**src/hdl/vam_pkg.sv**
```systemverilog
// vam_pkg: register map, field layouts, reset values and opcode values
// for the vlan/arp entry matcher; shared by the matcher and its leaves.
package vam_pkg;

  // apb register byte offsets
  localparam logic [7:0] VAM_OFS_CTRL  = 8'h00;
  localparam logic [7:0] VAM_OFS_VLAN  = 8'h04;
  localparam logic [7:0] VAM_OFS_SADDR = 8'h08;
  localparam logic [7:0] VAM_OFS_SMASK = 8'h0C;
  localparam logic [7:0] VAM_OFS_TADDR = 8'h10;
  localparam logic [7:0] VAM_OFS_TMASK = 8'h14;
  localparam logic [7:0] VAM_OFS_STAT  = 8'h18;

  // ctrl register field positions, two bits each
  localparam int VAM_CTRL_TAG_LSB = 0;
  localparam int VAM_CTRL_OPT_LSB = 2;
  localparam int VAM_CTRL_RR_LSB  = 4;
  localparam int VAM_CTRL_SND_LSB = 6;
  localparam int VAM_CTRL_TIP_LSB = 8;
  localparam int VAM_CTRL_W       = 10;

  // vlan register field positions
  localparam int VAM_VLAN_VID_LSB = 0;
  localparam int VAM_VLAN_VID_EN  = 12;
  localparam int VAM_VLAN_PRI_LSB = 13;
  localparam int VAM_VLAN_PRI_EN  = 16;
  localparam int VAM_VLAN_W       = 17;

  // status register field positions
  localparam int VAM_STAT_HIT = 0;
  localparam int VAM_STAT_REJ = 1;

  // reset values: every criterion don't-care
  localparam logic [VAM_CTRL_W-1:0] VAM_CTRL_RST = 10'h000;
  localparam logic [VAM_VLAN_W-1:0] VAM_VLAN_RST = 17'h00000;
  localparam logic [31:0]           VAM_ADDR_RST = 32'h00000000;

  // accepted vlan identifier range
  localparam logic [11:0] VAM_VID_MIN = 12'h001;
  localparam logic [11:0] VAM_VID_MAX = 12'hFFF;

  // arp operation code values
  localparam logic [15:0] VAM_OP_ARP_REQ  = 16'h0001;
  localparam logic [15:0] VAM_OP_ARP_REP  = 16'h0002;
  localparam logic [15:0] VAM_OP_RARP_REQ = 16'h0003;
  localparam logic [15:0] VAM_OP_RARP_REP = 16'h0004;

  typedef enum logic [1:0] {VAM_TAG_ANY, VAM_TAG_ONLY, VAM_UNTAG_ONLY, VAM_TAG_RSV}
    vam_tag_e;
  typedef enum logic [1:0] {VAM_OPT_ANY, VAM_OPT_ARP, VAM_OPT_RARP, VAM_OPT_OTHER}
    vam_opt_e;
  typedef enum logic [1:0] {VAM_RR_ANY, VAM_RR_REQ, VAM_RR_REP, VAM_RR_RSV} vam_rr_e;
  typedef enum logic [1:0] {VAM_IP_ANY, VAM_IP_HOST, VAM_IP_NET, VAM_IP_RSV} vam_ipm_e;

endpackage : vam_pkg

```
**src/hdl/vam_ip_cmp.sv**
```systemverilog
// vam_ip_cmp: one ipv4 address criterion, any / host / network.
// assumes mode, address and mask are held stable by the register file.
`timescale 1ns/1ps
module vam_ip_cmp
  import vam_pkg::*;
(
  // criterion setting
  input  wire logic [1:0]  mode,
  input  wire logic [31:0] cfg_addr,
  input  wire logic [31:0] cfg_mask,
  // frame field
  input  wire logic [31:0] frm_addr,
  // result
  output logic             match
);

  logic host_eq;
  logic net_eq;

  assign host_eq = (frm_addr == cfg_addr);
  // network compare on masked address
  assign net_eq  = ((frm_addr & cfg_mask) == (cfg_addr & cfg_mask));

  // reserved mode never matches, so a bad setting fails safe
  assign match = (mode == VAM_IP_ANY)  ? 1'b1 :
                 (mode == VAM_IP_HOST) ? host_eq :
                 (mode == VAM_IP_NET)  ? net_eq : 1'b0;

endmodule : vam_ip_cmp

```
**src/hdl/vam_matcher.sv**
```systemverilog
// vam_matcher: vlan and arp criteria of one access control entry, apb
// programmed, registered hit/miss per parsed frame.
// assumes header fields are valid for the cycle frm_valid is high.
//
// The address map and the APB slave port were chosen for this implementation.
`timescale 1ns/1ps

// Notes on behaviour
// - tagged criterion: any, tagged-only or untagged-only
// - tagged criterion resets to any
// - vlan id ignored when its criterion is any
// - specific vlan id limited to 1..4095; hit needs exact equality
// - priority any or 0..7; set value must equal frame priority
// - operation type: any, arp, rarp or other
// - other means opcode is neither known arp nor rarp
// - request setting needs arp or rarp request; any ignores opcode
// - reply setting needs arp or rarp reply
// - sender address ignored when its criterion is any
// - sender host mode needs exact address equality
// - sender network mode uses configured address and mask
// - target address ignored when its criterion is any
// - target host mode needs exact address equality
// - target network mode uses configured address and mask
module vam_matcher
  import vam_pkg::*;
(
  // clock and reset
  input  wire logic        clk,
  input  wire logic        nrst,
  // apb slave
  input  wire logic        psel,
  input  wire logic        penable,
  input  wire logic        pwrite,
  input  wire logic [7:0]  paddr,
  input  wire logic [31:0] pwdata,
  output logic [31:0]      prdata,
  output logic             pready,
  output logic             pslverr,
  // parsed frame fields
  input  wire logic        frm_valid,
  input  wire logic        frm_tagged,
  input  wire logic [11:0] frm_vid,
  input  wire logic [2:0]  frm_pri,
  input  wire logic [15:0] arp_operation_code,
  input  wire logic [31:0] sender_protocol_address,
  input  wire logic [31:0] frm_target_addr,
  // entry result
  output logic             res_valid,
  output logic             res_hit
);

  // configuration registers
  logic [VAM_CTRL_W-1:0] ctrl_r;
  logic [VAM_VLAN_W-1:0] vlan_r;
  logic [31:0]           saddr_r;
  logic [31:0]           smask_r;
  logic [31:0]           taddr_r;
  logic [31:0]           tmask_r;

  // status and bus answer
  logic                  last_hit_r;
  logic                  last_hit_nxt;
  logic                  rej_r;
  logic                  rej_nxt;
  logic [31:0]           prdata_r;
  logic [31:0]           prdata_nxt;
  logic                  pready_r;
  logic                  pslverr_r;
  logic                  pslverr_nxt;

  // frame result
  logic                  hit_now;
  logic                  res_valid_r;
  logic                  res_hit_r;
  logic                  res_hit_nxt;

  // bus decode
  logic                  acc;
  logic                  acc_end;
  logic                  wr;
  logic                  rd;
  logic                  wr_end;
  logic                  sel_ctl;
  logic                  sel_vln;
  logic                  sel_sad;
  logic                  sel_smk;
  logic                  sel_tad;
  logic                  sel_tmk;
  logic                  sel_sta;
  logic                  mapped;
  logic                  refuse;
  logic                  stat_rd;

  // write enables
  logic                  we_ctl;
  logic                  we_vln;
  logic                  we_sad;
  logic                  we_smk;
  logic                  we_tad;
  logic                  we_tmk;

  // vlan write check
  logic [11:0]           wr_vid;
  logic                  wr_vid_en;
  logic                  vid_bad;
  logic                  vid_rej_acc;
  logic                  vid_rej_end;

  // read words
  logic [31:0]           rd_ctl;
  logic [31:0]           rd_vln;
  logic [31:0]           rd_sta;
  logic [31:0]           rd_mux;

  // criterion fields
  logic [1:0]            tag_mode;
  logic [1:0]            opt_mode;
  logic [1:0]            rr_mode;
  logic [1:0]            snd_mode;
  logic [1:0]            tgt_mode;
  logic [11:0]           cfg_vid;
  logic                  vid_en;
  logic [2:0]            cfg_pri;
  logic                  pri_en;

  // per-criterion results
  logic                  tag_match;
  logic                  vid_match;
  logic                  pri_match;
  logic                  opt_match;
  logic                  rr_match;
  logic                  snd_match;
  logic                  tgt_match;

  // first access cycle launches the answer; the next edge is where
  // the master samples pready, so only the status read-clear lands before it
  assign acc     = psel && penable && !pready_r;
  assign acc_end = psel && penable && pready_r;
  assign wr      = acc && pwrite;
  assign rd      = acc && !pwrite;
  assign wr_end  = acc_end && pwrite;
  assign stat_rd = rd && sel_sta;

  // address decode
  assign sel_ctl = (paddr == VAM_OFS_CTRL);
  assign sel_vln = (paddr == VAM_OFS_VLAN);
  assign sel_sad = (paddr == VAM_OFS_SADDR);
  assign sel_smk = (paddr == VAM_OFS_SMASK);
  assign sel_tad = (paddr == VAM_OFS_TADDR);
  assign sel_tmk = (paddr == VAM_OFS_TMASK);
  assign sel_sta = (paddr == VAM_OFS_STAT);
  assign mapped  = sel_ctl || sel_vln || sel_sad || sel_smk || sel_tad || sel_tmk || sel_sta;

  assign wr_vid      = pwdata[VAM_VLAN_VID_LSB +: 12];
  assign wr_vid_en   = pwdata[VAM_VLAN_VID_EN];
  assign vid_bad     = wr_vid_en && ((wr_vid < VAM_VID_MIN) || (wr_vid > VAM_VID_MAX));
  assign vid_rej_acc = wr && sel_vln && vid_bad;
  assign vid_rej_end = wr_end && sel_vln && vid_bad;

  // refused: unmapped, status write, bad vid
  assign refuse = !mapped || vid_rej_acc || (wr && sel_sta);

  // write enables at the completion edge
  assign we_ctl = wr_end && sel_ctl;
  assign we_vln = wr_end && sel_vln && !vid_bad;
  assign we_sad = wr_end && sel_sad;
  assign we_smk = wr_end && sel_smk;
  assign we_tad = wr_end && sel_tad;
  assign we_tmk = wr_end && sel_tmk;

  // read words and select
  assign rd_ctl = {{(32-VAM_CTRL_W){1'b0}}, ctrl_r};
  assign rd_vln = {{(32-VAM_VLAN_W){1'b0}}, vlan_r};
  assign rd_sta = {30'h00000000, rej_r, last_hit_r};
  assign rd_mux = sel_ctl ? rd_ctl :
                  sel_vln ? rd_vln :
                  sel_sad ? saddr_r :
                  sel_smk ? smask_r :
                  sel_tad ? taddr_r :
                  sel_tmk ? tmask_r :
                  sel_sta ? rd_sta : 32'h00000000;

  // bus answer next values
  assign prdata_nxt  = rd ? rd_mux : 32'h00000000;
  assign pslverr_nxt = acc && refuse;

  // one wait state: pready a cycle after access begins, one-cycle pulse
  always_ff @(posedge clk or negedge nrst) begin
    if (!nrst) begin
      pready_r  <= 1'b0;
      pslverr_r <= 1'b0;
      prdata_r  <= 32'h00000000;
    end else begin
      pready_r  <= acc;
      pslverr_r <= pslverr_nxt;
      prdata_r  <= prdata_nxt;
    end
  end

  always_ff @(posedge clk or negedge nrst) begin
    if (!nrst) begin
      ctrl_r <= VAM_CTRL_RST;
    end else if (we_ctl) begin
      ctrl_r <= pwdata[VAM_CTRL_W-1:0];
    end
  end

  always_ff @(posedge clk or negedge nrst) begin
    if (!nrst) begin
      vlan_r <= VAM_VLAN_RST;
    end else if (we_vln) begin
      vlan_r <= pwdata[VAM_VLAN_W-1:0];
    end
  end

  always_ff @(posedge clk or negedge nrst) begin
    if (!nrst) begin
      saddr_r <= VAM_ADDR_RST;
    end else if (we_sad) begin
      saddr_r <= pwdata;
    end
  end

  always_ff @(posedge clk or negedge nrst) begin
    if (!nrst) begin
      smask_r <= VAM_ADDR_RST;
    end else if (we_smk) begin
      smask_r <= pwdata;
    end
  end

  always_ff @(posedge clk or negedge nrst) begin
    if (!nrst) begin
      taddr_r <= VAM_ADDR_RST;
    end else if (we_tad) begin
      taddr_r <= pwdata;
    end
  end

  always_ff @(posedge clk or negedge nrst) begin
    if (!nrst) begin
      tmask_r <= VAM_ADDR_RST;
    end else if (we_tmk) begin
      tmask_r <= pwdata;
    end
  end

  // sticky reject; a new reject wins over the read-clear
  assign rej_nxt      = vid_rej_end || (rej_r && !stat_rd);
  assign last_hit_nxt = frm_valid ? hit_now : last_hit_r;

  always_ff @(posedge clk or negedge nrst) begin
    if (!nrst) begin
      rej_r      <= 1'b0;
      last_hit_r <= 1'b0;
    end else begin
      rej_r      <= rej_nxt;
      last_hit_r <= last_hit_nxt;
    end
  end

  // criterion fields
  assign tag_mode = ctrl_r[VAM_CTRL_TAG_LSB +: 2];
  assign opt_mode = ctrl_r[VAM_CTRL_OPT_LSB +: 2];
  assign rr_mode  = ctrl_r[VAM_CTRL_RR_LSB +: 2];
  assign snd_mode = ctrl_r[VAM_CTRL_SND_LSB +: 2];
  assign tgt_mode = ctrl_r[VAM_CTRL_TIP_LSB +: 2];
  assign cfg_vid  = vlan_r[VAM_VLAN_VID_LSB +: 12];
  assign vid_en   = vlan_r[VAM_VLAN_VID_EN];
  assign cfg_pri  = vlan_r[VAM_VLAN_PRI_LSB +: 3];
  assign pri_en   = vlan_r[VAM_VLAN_PRI_EN];

  assign tag_match = (tag_mode == VAM_TAG_ANY)    ? 1'b1 :
                     (tag_mode == VAM_TAG_ONLY)   ? frm_tagged :
                     (tag_mode == VAM_UNTAG_ONLY) ? !frm_tagged : 1'b0;

  assign vid_match = !vid_en || (frm_vid == cfg_vid);

  assign pri_match = !pri_en || (frm_pri == cfg_pri);

  vam_opcode_cls u_opcode (
    .opcode    (arp_operation_code),
    .opt_mode  (opt_mode),
    .rr_mode   (rr_mode),
    .opt_match (opt_match),
    .rr_match  (rr_match)
  );

  vam_ip_cmp u_snd_ip (
    .mode     (snd_mode),
    .cfg_addr (saddr_r),
    .cfg_mask (smask_r),
    .frm_addr (sender_protocol_address),
    .match    (snd_match)
  );

  vam_ip_cmp u_tgt_ip (
    .mode     (tgt_mode),
    .cfg_addr (taddr_r),
    .cfg_mask (tmask_r),
    .frm_addr (frm_target_addr),
    .match    (tgt_match)
  );

  assign hit_now = tag_match && vid_match && pri_match && opt_match && rr_match &&
                   snd_match && tgt_match;
  assign res_hit_nxt = frm_valid && hit_now;

  always_ff @(posedge clk or negedge nrst) begin
    if (!nrst) begin
      res_valid_r <= 1'b0;
      res_hit_r   <= 1'b0;
    end else begin
      res_valid_r <= frm_valid;
      res_hit_r   <= res_hit_nxt;
    end
  end

  assign prdata    = prdata_r;
  assign pready    = pready_r;
  assign pslverr   = pslverr_r;
  assign res_valid = res_valid_r;
  assign res_hit   = res_hit_r;

endmodule : vam_matcher

```
**src/hdl/vam_opcode_cls.sv**
```systemverilog
// vam_opcode_cls: classifies an arp operation code against the
// operation-type and request/reply criteria.
// assumes the parser presents the 16-bit opcode as in the frame.
`timescale 1ns/1ps
module vam_opcode_cls
  import vam_pkg::*;
(
  // criterion settings
  input  wire logic [1:0]  opt_mode,
  input  wire logic [1:0]  rr_mode,
  // frame field
  input  wire logic [15:0] opcode,
  // results
  output logic             opt_match,
  output logic             rr_match
);

  logic is_arp;
  logic is_rarp;
  logic is_req;
  logic is_rep;

  assign is_arp  = (opcode == VAM_OP_ARP_REQ)  || (opcode == VAM_OP_ARP_REP);
  assign is_rarp = (opcode == VAM_OP_RARP_REQ) || (opcode == VAM_OP_RARP_REP);
  assign is_req  = (opcode == VAM_OP_ARP_REQ)  || (opcode == VAM_OP_RARP_REQ);
  assign is_rep  = (opcode == VAM_OP_ARP_REP)  || (opcode == VAM_OP_RARP_REP);

  assign opt_match = (opt_mode == VAM_OPT_ANY)  ? 1'b1 :
                     (opt_mode == VAM_OPT_ARP)  ? is_arp :
                     (opt_mode == VAM_OPT_RARP) ? is_rarp :
                     (!is_arp && !is_rarp);

  assign rr_match = (rr_mode == VAM_RR_ANY) ? 1'b1 :
                    (rr_mode == VAM_RR_REQ) ? is_req :
                    (rr_mode == VAM_RR_REP) ? is_rep : 1'b0;

endmodule : vam_opcode_cls

```
**config.mk**
```make
export PLATFORM = sky130hd
export DESIGN_NAME = vam_matcher
export DESIGN_NICKNAME = d
export VERILOG_FILES = /design/src/hdl/vam_pkg.sv /design/src/hdl/vam_ip_cmp.sv /design/src/hdl/vam_matcher.sv /design/src/hdl/vam_opcode_cls.sv
export SDC_FILE = /design/constraint.sdc
export NUM_CORES = 1
export LEC_CHECK = 0
export ABC_AREA = 1
export BUFFER_PORTS_ARGS = -buffer_cell sky130_fd_sc_hd__buf_2
export CAP_MARGIN = 10
export CORE_MARGIN = 2
export CORE_UTILIZATION = 24
export CTS_CLUSTER_SIZE = 16
export DETAILED_ROUTE_END_ITERATION = 7
export PLACE_DENSITY = 0.45
export SYNTH_ARGS = -nofsm -noshare
export SYNTH_HDL_FRONTEND = slang
export SYNTH_SLANG_ARGS = --single-unit
```
**constraint.sdc**
```tcl
create_clock -name clk -period 1.34 [get_ports clk]
set_input_delay 0.268 -clock clk [delete_from_list [all_inputs] [get_ports clk]]
set_output_delay 0.268 -clock clk [all_outputs]
set_load 0.1 [all_outputs]
```
==> results of run 1 <==
-- synth_stat cells (2+ instances only) --
master / count / area share [%]
a211oi_1: 8 / 0.58
a21boi_0: 2 / 0.14
a21oi_1: 76 / 3.7
a31o_2: 2 / 0.17
buf_2: 16 / 0.77
buf_4: 4 / 0.29
buf_6: 5 / 0.54
clkbuf_1: 28 / 1.0
dfrtp_1: 193 / 47
inv_1: 175 / 6.3
inv_2: 7 / 0.25
nand2_1: 481 / 17
nand2_2: 3 / 0.18
nand3_1: 74 / 3.6
nand3_2: 2 / 0.19
nand4_1: 7 / 0.42
nor2_1: 85 / 3.1
nor2_2: 2 / 0.12
nor2_4: 3 / 0.33
nor4_1: 2 / 0.12
o2111ai_1: 2 / 0.17
o211ai_1: 7 / 0.51
o21ai_0: 156 / 7.5
o21ai_1: 55 / 2.7
o22ai_1: 3 / 0.18
or2_2: 3 / 0.18
xnor2_1: 18 / 1.5
xor2_1: 5 / 0.42
-- state kept, by name, indices dropped and copies added (netlist names), 10 cells and up --
register / flops
vlan_r: 17
ctrl_r: 10
taddr_r: 32
prdata: 32
saddr_r: 32
smask_r: 32
tmask_r: 32
-- through the flow --
step,hold slack [ps],cell area (sq um)
3_5_place_dp,199,14500
4_1_cts,60.4,15700
3_3_place_gp,197,14500
6_report,63.8,18100
2_1_floorplan,-27.6,10600
5_1_grt,63.5,18100
-- worst max-delay path by stage --
stage                   from     endpoint  slack (ps)  cells past startpoint
floorplan             pready    vlan_r[3]        -160                      6
global placement    paddr[6]   prdata[21]        -640                     11
detailed placement  paddr[6]   prdata[21]        -640                     11
CTS                   pready  saddr_r[19]        -310                      9
global route          pready    vlan_r[9]        -470                      8
finish                pready    vlan_r[9]        -410                      8
-- layout by cell type (no fill, tap or decap), types with 4 or more instances in the layout --
cell type  instances
nand2_1          327
buf_4            230
dfrtp_1          190
inv_1            171
buf_2            140
o21ai_2          119
nand2_4           81
o21ai_1           75
nor2_1            73
nand2_2           71
nand3_1           71
buf_12            71
a21oi_1           63
clkbuf_16         39
buf_6             31
xnor2_1           15
a21oi_2           13
o21ai_0           13
nor2_2            10
nand2_8            9
buf_8              9
a211oi_1           8
nor2_4             7
inv_2              7
o211ai_1           7
nand4_1            7
xor2_1             5
inv_4              4
o21ai_4            4
clkbuf_1           4
clkbuf_8           4
buf_16             4
-- final cells by class --
class | count | area share [%]
antenna | 1 | 0.0139
clock buffer | 24 | 2.67
clock inverter | 8 | 0.436
inverter | 183 | 3.89
multi-input combinational | 1011 | 34.4
sequential | 193 | 26.8
tap | 585 | 4.05
timing repair buffer | 509 | 27.8
-- logic make-up (layout without fill, tap and decap cells) --
group,after synthesis,in the layout
AND/OR/NAND/NOR,667,671
AO/OA/AOI/OAI,316,316
buffers and inverters,237,724
flip-flops,193,193
XOR/XNOR,23,23
multiplexers,1,1
other,0,1
-- where the power goes --
group / switching [mW] / total, mW / internal [mW] / leakage, nW
combinational: 0.882 / 1.43 / 0.545 / 5.73
sequential: 0.0230 / 5.87 / 5.85 / 2.68
clock: 2.41 / 5.13 / 2.72 / 0.275
total: 3.32 / 12.4 / 9.11 / 8.69
-- layer usage --
metal | GRT usage, % | vias to the layer above
met5 | 0 | -
met4 | 5.29 | 0
met3 | 2.56 | 74
met2 | 33.2 | 346
met1 | 28.0 | 5697
li1 | - | 5579
-- repair_timing --
action / in CTS / in global routing
pin swaps: 1 / 42
gates cloned: 12 / 35
resized for setup: 104 / 485
hold buffers: 1 / 0
setup endpoints to repair: 199 / 202
setup buffers: 10 / 28
endpoints found under the hold margin: 21 / 0
==> metrics.md, run 1 <==
| Metric | Value |
|---|---|
| Final Hold Fails | `0` |
| Met3 wire length | `2400 microns` |
| Fin crit share | `130%` |
| Maximum vdd drop | `0.885 mV` |
| Mapped Cells | `1,437` |
| CTS Root Cell | `clkbuf_16` |
| Post-synth EDFFs | `0` |
| Crit path setup slack, layout | `-406 ps` |
| DR top layer | `met4` |
| Die area | `0.0449 sq mm` |
| Max-Slew Margin vs Limit | `58.5%` |
| Largest family of logic cells by synthesized area | `simple AND/OR/NAND/NOR gates` |
| Hold path cells | `2` |
| H-tree levels | `4` |
| Slowest CP cell | `dfrtp_4` |
| Later-pin clock latency in the skew report | `460 ps` |
| Crit path buf inv count | `4` |
| Compound-gate portion of the synthesized area | `16.0%` |
| Failing checks | `negative setup slack` |
| Most frequent CP cell | `buf_6` |
| CP Launch Type | `flip-flop` |
| Status | `finished with violations` |
| RSZ-0062 raised after global routing | `true` |
| Die height | `212 microns` |
| Top FF cell, synth | `dfrtp_1` |
| Footprint of the multi-input gates | `0.00621 sq mm` |
| Leak pwr | `8.69 nW` |
| YS warnings | `0` |
| Post-synth cell types | `41` |
| Non-filler cells, final | `2,514` |
| Mapped Nets | `1,579` |
| Mux contribution to synthesized area | `0.0964%` |
| Hold_sp | `frm_valid` |
| Core area | `0.0429 sq mm` |
| Vias in the first global route | `10.6k` |
| RR Startpoint | `pready` |
| Initial core utilization | `24.2%` |
| Post-Route Utilization | `42.1%` |
| Setup TNS | `-48,850 ps` |
| Worst slack, placed | `-639 ps` |
| Routability cong. | `0.894` |
| Synth-to-Final Area Change | `74.0%` |
| Synth Area in Simple Gates | `26.2%` |
| Register Area | `0.00484 sq mm` |
| Worst r2r path cells | `8` |
| Worst-Margin Slew | `621 ps` |
| Min-Delay Endpoint | `res_valid` |
| # placed instances | `2,403` |
| Gr usage total | `20.2%` |
| Required @ worst endpoint | `1650 ps` |
| Slowest cell delay on critical path | `440 ps` |
| Post-Synth XOR/XNOR Area | `1.94%` |
| Worst Hold Class | `in -> reg` |
| Setup Skew | `12.6 ps` |
| Peak Freq | `573 MHz` |
| CTS tree | `yes` |
| Die X | `212 microns` |
| Final-stage net count | `2,057` |
| Netlist Area Pre-Place | `0.0104 sq mm` |
| I/O pins | `178` |
| Reg2Reg Setup Slack | `-410 ps` |
| Metal-1 WL | `22,000 microns` |
| Tot Pwr | `12.4 mW` |
| R2R Path End | `vlan_r[9]` |
| Initial antenna violation count | `1` |
| Via count | `11.7k` |
| CP endpoint kind | `flip-flop` |
| Critical-path cell list | `buf_6 > nand4_1 > inv_4 > buf_6 > nand3_4 > clkbuf_16 > nand2_2 > o21ai_1` |
| CTS Buffer Depth | `2` |
| WL met2 | `24,500 microns` |
| Final setup vio count | `190` |
| DPL Wire Length | `33,800 microns` |
| Total length of routed wires | `50,400 microns` |
| Number of max-cap violations | `0` |
| I/O Buffers | `177` |
| Share of cells above drive strength 1 | `45.9%` |
| Syn_area_per_cell | `7.23 sq um` |
| Seq/Total Area, Yosys | `46.5%` |
| CTS buffer count | `17` |
| Placement Rows | `76` |
| First-pass GRT wire length | `66,300 microns` |
| Pins Over Slew Limit | `0` |
| Global route overflow | `0` |
| Cell family with most CP delay | `buffers and inverters` |
| Filler cells | `4,256` |
| Wirelength per Cell | `20.1 microns` |
| Synth Register Bits | `193` |
| Final ANT Viol Nets | `0` |
| Worst-path fanout max | `8` |
| Largest net degree at the start of global routing | `42` |
| Tmin final | `1750 ps` |
| Remaining DRCs | `0` |
| Asr flop ratio synth | `100%` |
| Starting DRT DRC Count | `831` |
| Worst EP arrival | `2060 ps` |
| Worst-path clk slew | `70 ps` |
| DR pass1 iterations | `5` |
| PD cells | `688 mW/mm^2` |
| Vias per inst | `4.65` |
| Adder-Cell Fraction of Synth Area | `0%` |
| Clock sinks | `193` |
| Crit Path Category | `reg -> reg` |
(Power assumes the default switching activity.)
==> run 2, diff against run 1 <==
--- a/config.mk
+++ b/config.mk
@@ -8,8 +8,9 @@
 export ABC_AREA = 1
 export BUFFER_PORTS_ARGS = -buffer_cell sky130_fd_sc_hd__buf_2
 export CAP_MARGIN = 10
-export CORE_MARGIN = 2
+export CORE_MARGIN = 4
 export CORE_UTILIZATION = 24
+export CTS_CLUSTER_DIAMETER = 50
 export CTS_CLUSTER_SIZE = 16
 export DETAILED_ROUTE_END_ITERATION = 7
 export PLACE_DENSITY = 0.45
==> metrics.md, run 2 (same netlist as run 1, synthesis figures left out) <==
| Metric | Value |
|---|---|
| Share of cells above drive strength 1 | `41.5%` |
| Worst-path fanout max | `5` |
| Pins Over Slew Limit | `0` |
| Leak pwr | `8.30 nW` |
| Critical-path cell list | `nor2_4 > inv_2 > nor2_4 > nand2_2 > nor2_4 > buf_12 > buf_8 > o211ai_1 > nand2_1` |
| Most common cell after layout, fill and taps aside | `nand2_1` |
| Maximum vdd drop | `0.724 mV` |
| Synth-to-Final Area Change | `64.6%` |
| Via count | `11.3k` |
| Required @ worst endpoint | `1730 ps` |
| Final setup vio count | `196` |
| Vias in the first global route | `10.6k` |
| Die height | `216 microns` |
| Crit path setup slack, layout | `-264 ps` |
| Status | `finished with violations` |
| Crit path buf inv count | `3` |
| Gr usage total | `18.4%` |
| RR Startpoint | `pready` |
| Worst EP arrival | `1990 ps` |
| Crit path from | `pready` |
| Core area | `0.0423 sq mm` |
| CTS buffer count | `17` |
| PD cells | `752 mW/mm^2` |
| Worst hold slack | `109 ps` |
| CTS tree | `yes` |
| Final Hold Fails | `0` |
| Max-Slew Margin vs Limit | `65.2%` |
| I/O Buffers | `177` |
| Total length of routed wires | `47,700 microns` |
| Ant. Diodes | `0` |
| Later-pin clock latency in the skew report | `460 ps` |
| Global route overflow | `0` |
| Most frequent CP cell | `nor2_4` |
| DR pass1 iterations | `5` |
| Setup TNS | `-35,450 ps` |
| Worst-path clk slew | `80 ps` |
| Fin crit share | `120%` |
| Failing checks | `negative setup slack` |
| Largest net degree at the start of global routing | `56` |
| Final-stage net count | `2,021` |
| Slowest cell delay on critical path | `490 ps` |
| CP endpoint kind | `flip-flop` |
| Clock sinks | `193` |
| Tmin final | `1600 ps` |
| CTS Buffer Depth | `2` |
| Hold_sp | `frm_valid` |
| Placement Rows | `75` |
| H-tree levels | `4` |
| Number of max-cap violations | `0` |
| Peak Freq | `624 MHz` |
| CTS Root Cell | `clkbuf_16` |
| Worst-Margin Slew | `521 ps` |
| Die X | `216 microns` |
| Die area | `0.0467 sq mm` |
| Crit Path Category | `reg -> reg` |
| Cell family with most CP delay | `simple AND/OR/NAND/NOR gates` |
| Initial core utilization | `24.5%` |
| Vias per inst | `4.57` |
| Initial antenna violation count | `2` |
| Worst Hold Class | `in -> reg` |
| I/O pins | `178` |
| Routability cong. | `0.903` |
| Remaining DRCs | `0` |
| Starting DRT DRC Count | `859` |
| Setup Skew | `16.1 ps` |
| DPL Wire Length | `34,300 microns` |
| Most frequent cells in the layout | `nand2_1 (356), buf_4 (226), dfrtp_1 (192)` |
| Slowest CP cell | `dfrtp_4` |
| CP Launch Type | `flip-flop` |
| Wirelength per Cell | `19.3 microns` |
| First-pass GRT wire length | `64,700 microns` |
| Final ANT Viol Nets | `0` |
| RSZ-0062 raised after global routing | `true` |
run 2: cell count changes in the layout (fill, tap and decap cells not counted), moves of 12 or more:
cell	delta
o21ai_1	+32
nand2_4	-46
nand2_2	+17
buf_12	-14
o21ai_2	-44
buf_6	-12
nand2_1	+29
run 2: metrics by stage:
step                total power [mW]  std cells  worst slack (ps)  cell area, sq um  utilization, %
CTS                             12.9       2432              -259             15400            36.3
global route                    13.3       2469              -326             17100            40.4
floorplan                       6.40       1437              -159             10600               -
finish                          12.8       2469              -264             17100            40.4
global placement                7.21       2385              -595             14400            34.0
detailed placement              7.22       2385              -597             14400            34.0
run 2: path summary, 6_finish.rpt:
path	slack, ps	cells past startpoint	end
worst max-delay path	-260	9	prdata[15]
worst min-delay path	110	2	res_valid
worst max register to register	-260	9	prdata[15]
worst min register to register	500	2	rej_r
max in group asynchronous	510	3	prdata[1]
min in group asynchronous	230	2	taddr_r[22]
run 2: report_power, final:
part	internal (mW)	total [mW]	switching [mW]	leakage, nW
sequential	5.85	5.87	0.0230	2.69
clock	3.00	5.59	2.59	0.296
combinational	0.530	1.39	0.855	5.32
total	9.38	12.8	3.47	8.30
run 2: cell type report:
class / instances / area (sq um)
fillers: 4287 / 25200
repair inverters: 1 / 16.3
multi-input cells: 1011 / 5780
clock buffers: 17 / 425
clock inverters: 15 / 199
repair buffers: 472 / 4400
flip-flops and latches: 193 / 4830
inverters: 183 / 706
well taps: 577 / 722
run 2: per-layer routing:
metal | vias up | global-route usage, % | wire, microns
li1 | 5504 | - | -
met1 | 5416 | 25.5 | 21300
met2 | 313 | 30.1 | 23300
met3 | 40 | 2.80 | 2320
met4 | 2 | 4.48 | 745
met5 | - | 0 | 13
run 2: repair_timing:
| action | in CTS | in global routing |
|---|---|---|
| cloned | 4 | 30 |
| hold endpoints to repair | 182 | 0 |
| pin swaps | 13 | 57 |
| setup buffers | 11 | 12 |
| setup endpoints to repair | 203 | 213 |
| gates resized for setup | 73 | 371 |
| hold buffers | 1 | 0 |
==> run 3, diff against run 2 <==
--- a/config.mk
+++ b/config.mk
@@ -6,7 +6,7 @@
 export NUM_CORES = 1
 export LEC_CHECK = 0
 export ABC_AREA = 1
-export BUFFER_PORTS_ARGS = -buffer_cell sky130_fd_sc_hd__buf_2
+export BUFFER_PORTS_ARGS = -buffer_cell sky130_fd_sc_hd__buf_4
 export CAP_MARGIN = 10
 export CORE_MARGIN = 4
 export CORE_UTILIZATION = 24
==> metrics.md, run 3 (same netlist as run 1, synthesis figures left out) <==
| Metric | Value |
|---|---|
| Status | `finished with violations` |
| Failing checks | `negative setup slack` |
| Worst-path fanout max | `8` |
| Core area | `0.0423 sq mm` |
| Cell Int Power | `9.55 mW` |
| DR pass1 iterations | `5` |
| R2R Path End | `vlan_r[9]` |
| Routability cong. | `0.894` |
| CP Launch Type | `flip-flop` |
| Max-Slew Margin vs Limit | `65.4%` |
| CTS tree | `yes` |
| First-pass GRT wire length | `65,400 microns` |
| CP endpoint kind | `flip-flop` |
| Initial antenna violation count | `2` |
| Worst-Margin Slew | `519 ps` |
| Crit Path Category | `reg -> reg` |
| Peak Freq | `595 MHz` |
| Worst setup path end | `vlan_r[9]` |
| PD cells | `740 mW/mm^2` |
| Ant. Diodes | `0` |
| Worst Hold Class | `in -> reg` |
| Filler cells | `4,281` |
| Vias per inst | `4.56` |
| Setup TNS | `-42,630 ps` |
| Most frequent cells in the layout | `nand2_1 (367), buf_4 (362), dfrtp_1 (188)` |
| Die X | `216 microns` |
| Crit path from | `pready` |
| Fin crit share | `125%` |
| Largest net degree at the start of global routing | `41` |
| Die height | `216 microns` |
| Hold path cells | `2` |
| Wirelength per Cell | `19.7 microns` |
| Die area | `0.0467 sq mm` |
| NetSw | `3.39 mW` |
| Share of cells above drive strength 1 | `41.6%` |
| Worst slack, placed | `-610 ps` |
| Final Hold Fails | `0` |
| I/O pins | `178` |
| Sequential power share | `45.3%` |
| Later-pin clock latency in the skew report | `460 ps` |
| Worst-path clk slew | `70 ps` |
| I/O Buffers | `177` |
| H-tree levels | `4` |
| Gate power share | `11.6%` |
| Tmin final | `1680 ps` |
| Final setup vio count | `198` |
| Setup Skew | `18.2 ps` |
| CTS Root Cell | `clkbuf_16` |
| Gr usage total | `18.6%` |
| Via count | `11.3k` |
| CTS Buffer Depth | `2` |
| Required @ worst endpoint | `1660 ps` |
| Final ANT Viol Nets | `0` |
| Worst r2r path cells | `8` |
| Worst EP arrival | `2000 ps` |
| Total length of routed wires | `49,000 microns` |
| Sw Ratio | `26.2%` |
| Final instance area | `0.0175 sq mm` |
| Global route overflow | `0` |
| Synth-to-Final Area Change | `68.4%` |
| Remaining DRCs | `0` |
| Most common cell after layout, fill and taps aside | `nand2_1` |
| Post-Route Utilization | `41.3%` |
| DPL Wire Length | `34,800 microns` |
| Clk pwr share | `43.1%` |
| RSZ-0062 raised after global routing | `true` |
| Vias in the first global route | `10.4k` |
| Pins Over Slew Limit | `0` |
| Leak pwr | `8.55 nW` |
| Starting DRT DRC Count | `884` |
| RR Startpoint | `pready` |
| Number of max-cap violations | `0` |
| Maximum vdd drop | `0.700 mV` |
| Placed Instance Area | `0.0144 sq mm` |
| CTS buffer count | `17` |
| Initial core utilization | `24.5%` |
| Crit path setup slack, layout | `-340 ps` |
| Clock sinks | `193` |
| Final-stage net count | `2,035` |
| Reg2Reg Setup Slack | `-340 ps` |
| Placement Rows | `75` |
==> run 3: changes by cell type in the layout (fill, tap and decap cells not counted), moves of 7 or more <==
cell and change:
nand2_4 -14, nand2_1 +11, buf_8 +7, o21ai_2 +14, buf_2 -139, nor2_1 +10, o21ai_1 -37, buf_4 +136
nor2_2 -9, buf_6 +15, o21ai_0 +24
==> run 3: final cells by class <==
| cell class | instances | area [sq um] | share of cell area [%] |
|---|---|---|---|
| clock buffer | 21 | 460 | 2.63 |
| clock inverter | 10 | 150 | 0.859 |
| inverter | 183 | 699 | 4.00 |
| timing repair buffer | 489 | 4980 | 28.5 |
| sequential | 193 | 4840 | 27.7 |
| multi-input combinational | 1009 | 5640 | 32.3 |
| tap | 577 | 722 | 4.13 |
==> run 3: worst min path at each step <==
stage	start	endpoint	slack, ps
2_1_floorplan	nrst	ctrl_r[0]	-30
3_3_place_gp	nrst	taddr_r[21]	220
3_5_place_dp	nrst	taddr_r[21]	210
4_1_cts	frm_valid	res_valid	40
5_1_grt	frm_valid	res_valid	40
6_report	frm_valid	res_valid	50
==> run 3: power groups by stage <==
| stage | Sequential, mW | Combinational, mW | Clock [mW] |
|---|---|---|---|
| 4_1_cts | 5.86 | 1.41 | 5.66 |
| 2_1_floorplan | 6.03 | 0.366 | 0 |
| 5_1_grt | 5.87 | 1.62 | 5.90 |
| 3_5_place_dp | 5.98 | 1.35 | 0 |
| 6_report | 5.87 | 1.50 | 5.57 |
| 3_3_place_gp | 5.98 | 1.35 | 0 |
==> run 3: worst max-delay path, cell delays in order (launching register included) <==
cell	delay (ps)
dfrtp_4	430
buf_6	100
nand4_1	160
clkinv_4	160
buf_6	130
nand3_4	190
clkbuf_16	260
nand2_4	70
o21ai_2	40
==> run 3: what timing repair did <==
action	4_1_cts	5_1_grt
gates resized for setup	95	382
pin swaps	13	33
endpoints found under the hold margin	24	0
endpoints found under the setup margin	219	226
hold buffers	1	0
cloned	2	33
buffers inserted	5	27
==> run 3: per-layer routing <==
layer | vias up | track usage [%] | routed length (microns)
li1 | 5518 | - | -
met1 | 5435 | 27.2 | 22600
met2 | 303 | 29.1 | 22800
met3 | 50 | 2.56 | 2480
met4 | 0 | 4.61 | 1090
met5 | - | 0 | 0
==> run 3: per-stage QoR <==
| stage | total power, mW | std cells | hold slack (ps) |
|---|---|---|---|
| after global routing | 13.4 | 2482 | 44.4 |
| after floorplan | 6.40 | 1437 | -27.6 |
| after CTS | 12.9 | 2426 | 40.9 |
| after global placement | 7.33 | 2387 | 215 |
| after detailed placement | 7.33 | 2387 | 213 |
| final | 12.9 | 2482 | 54.9 |
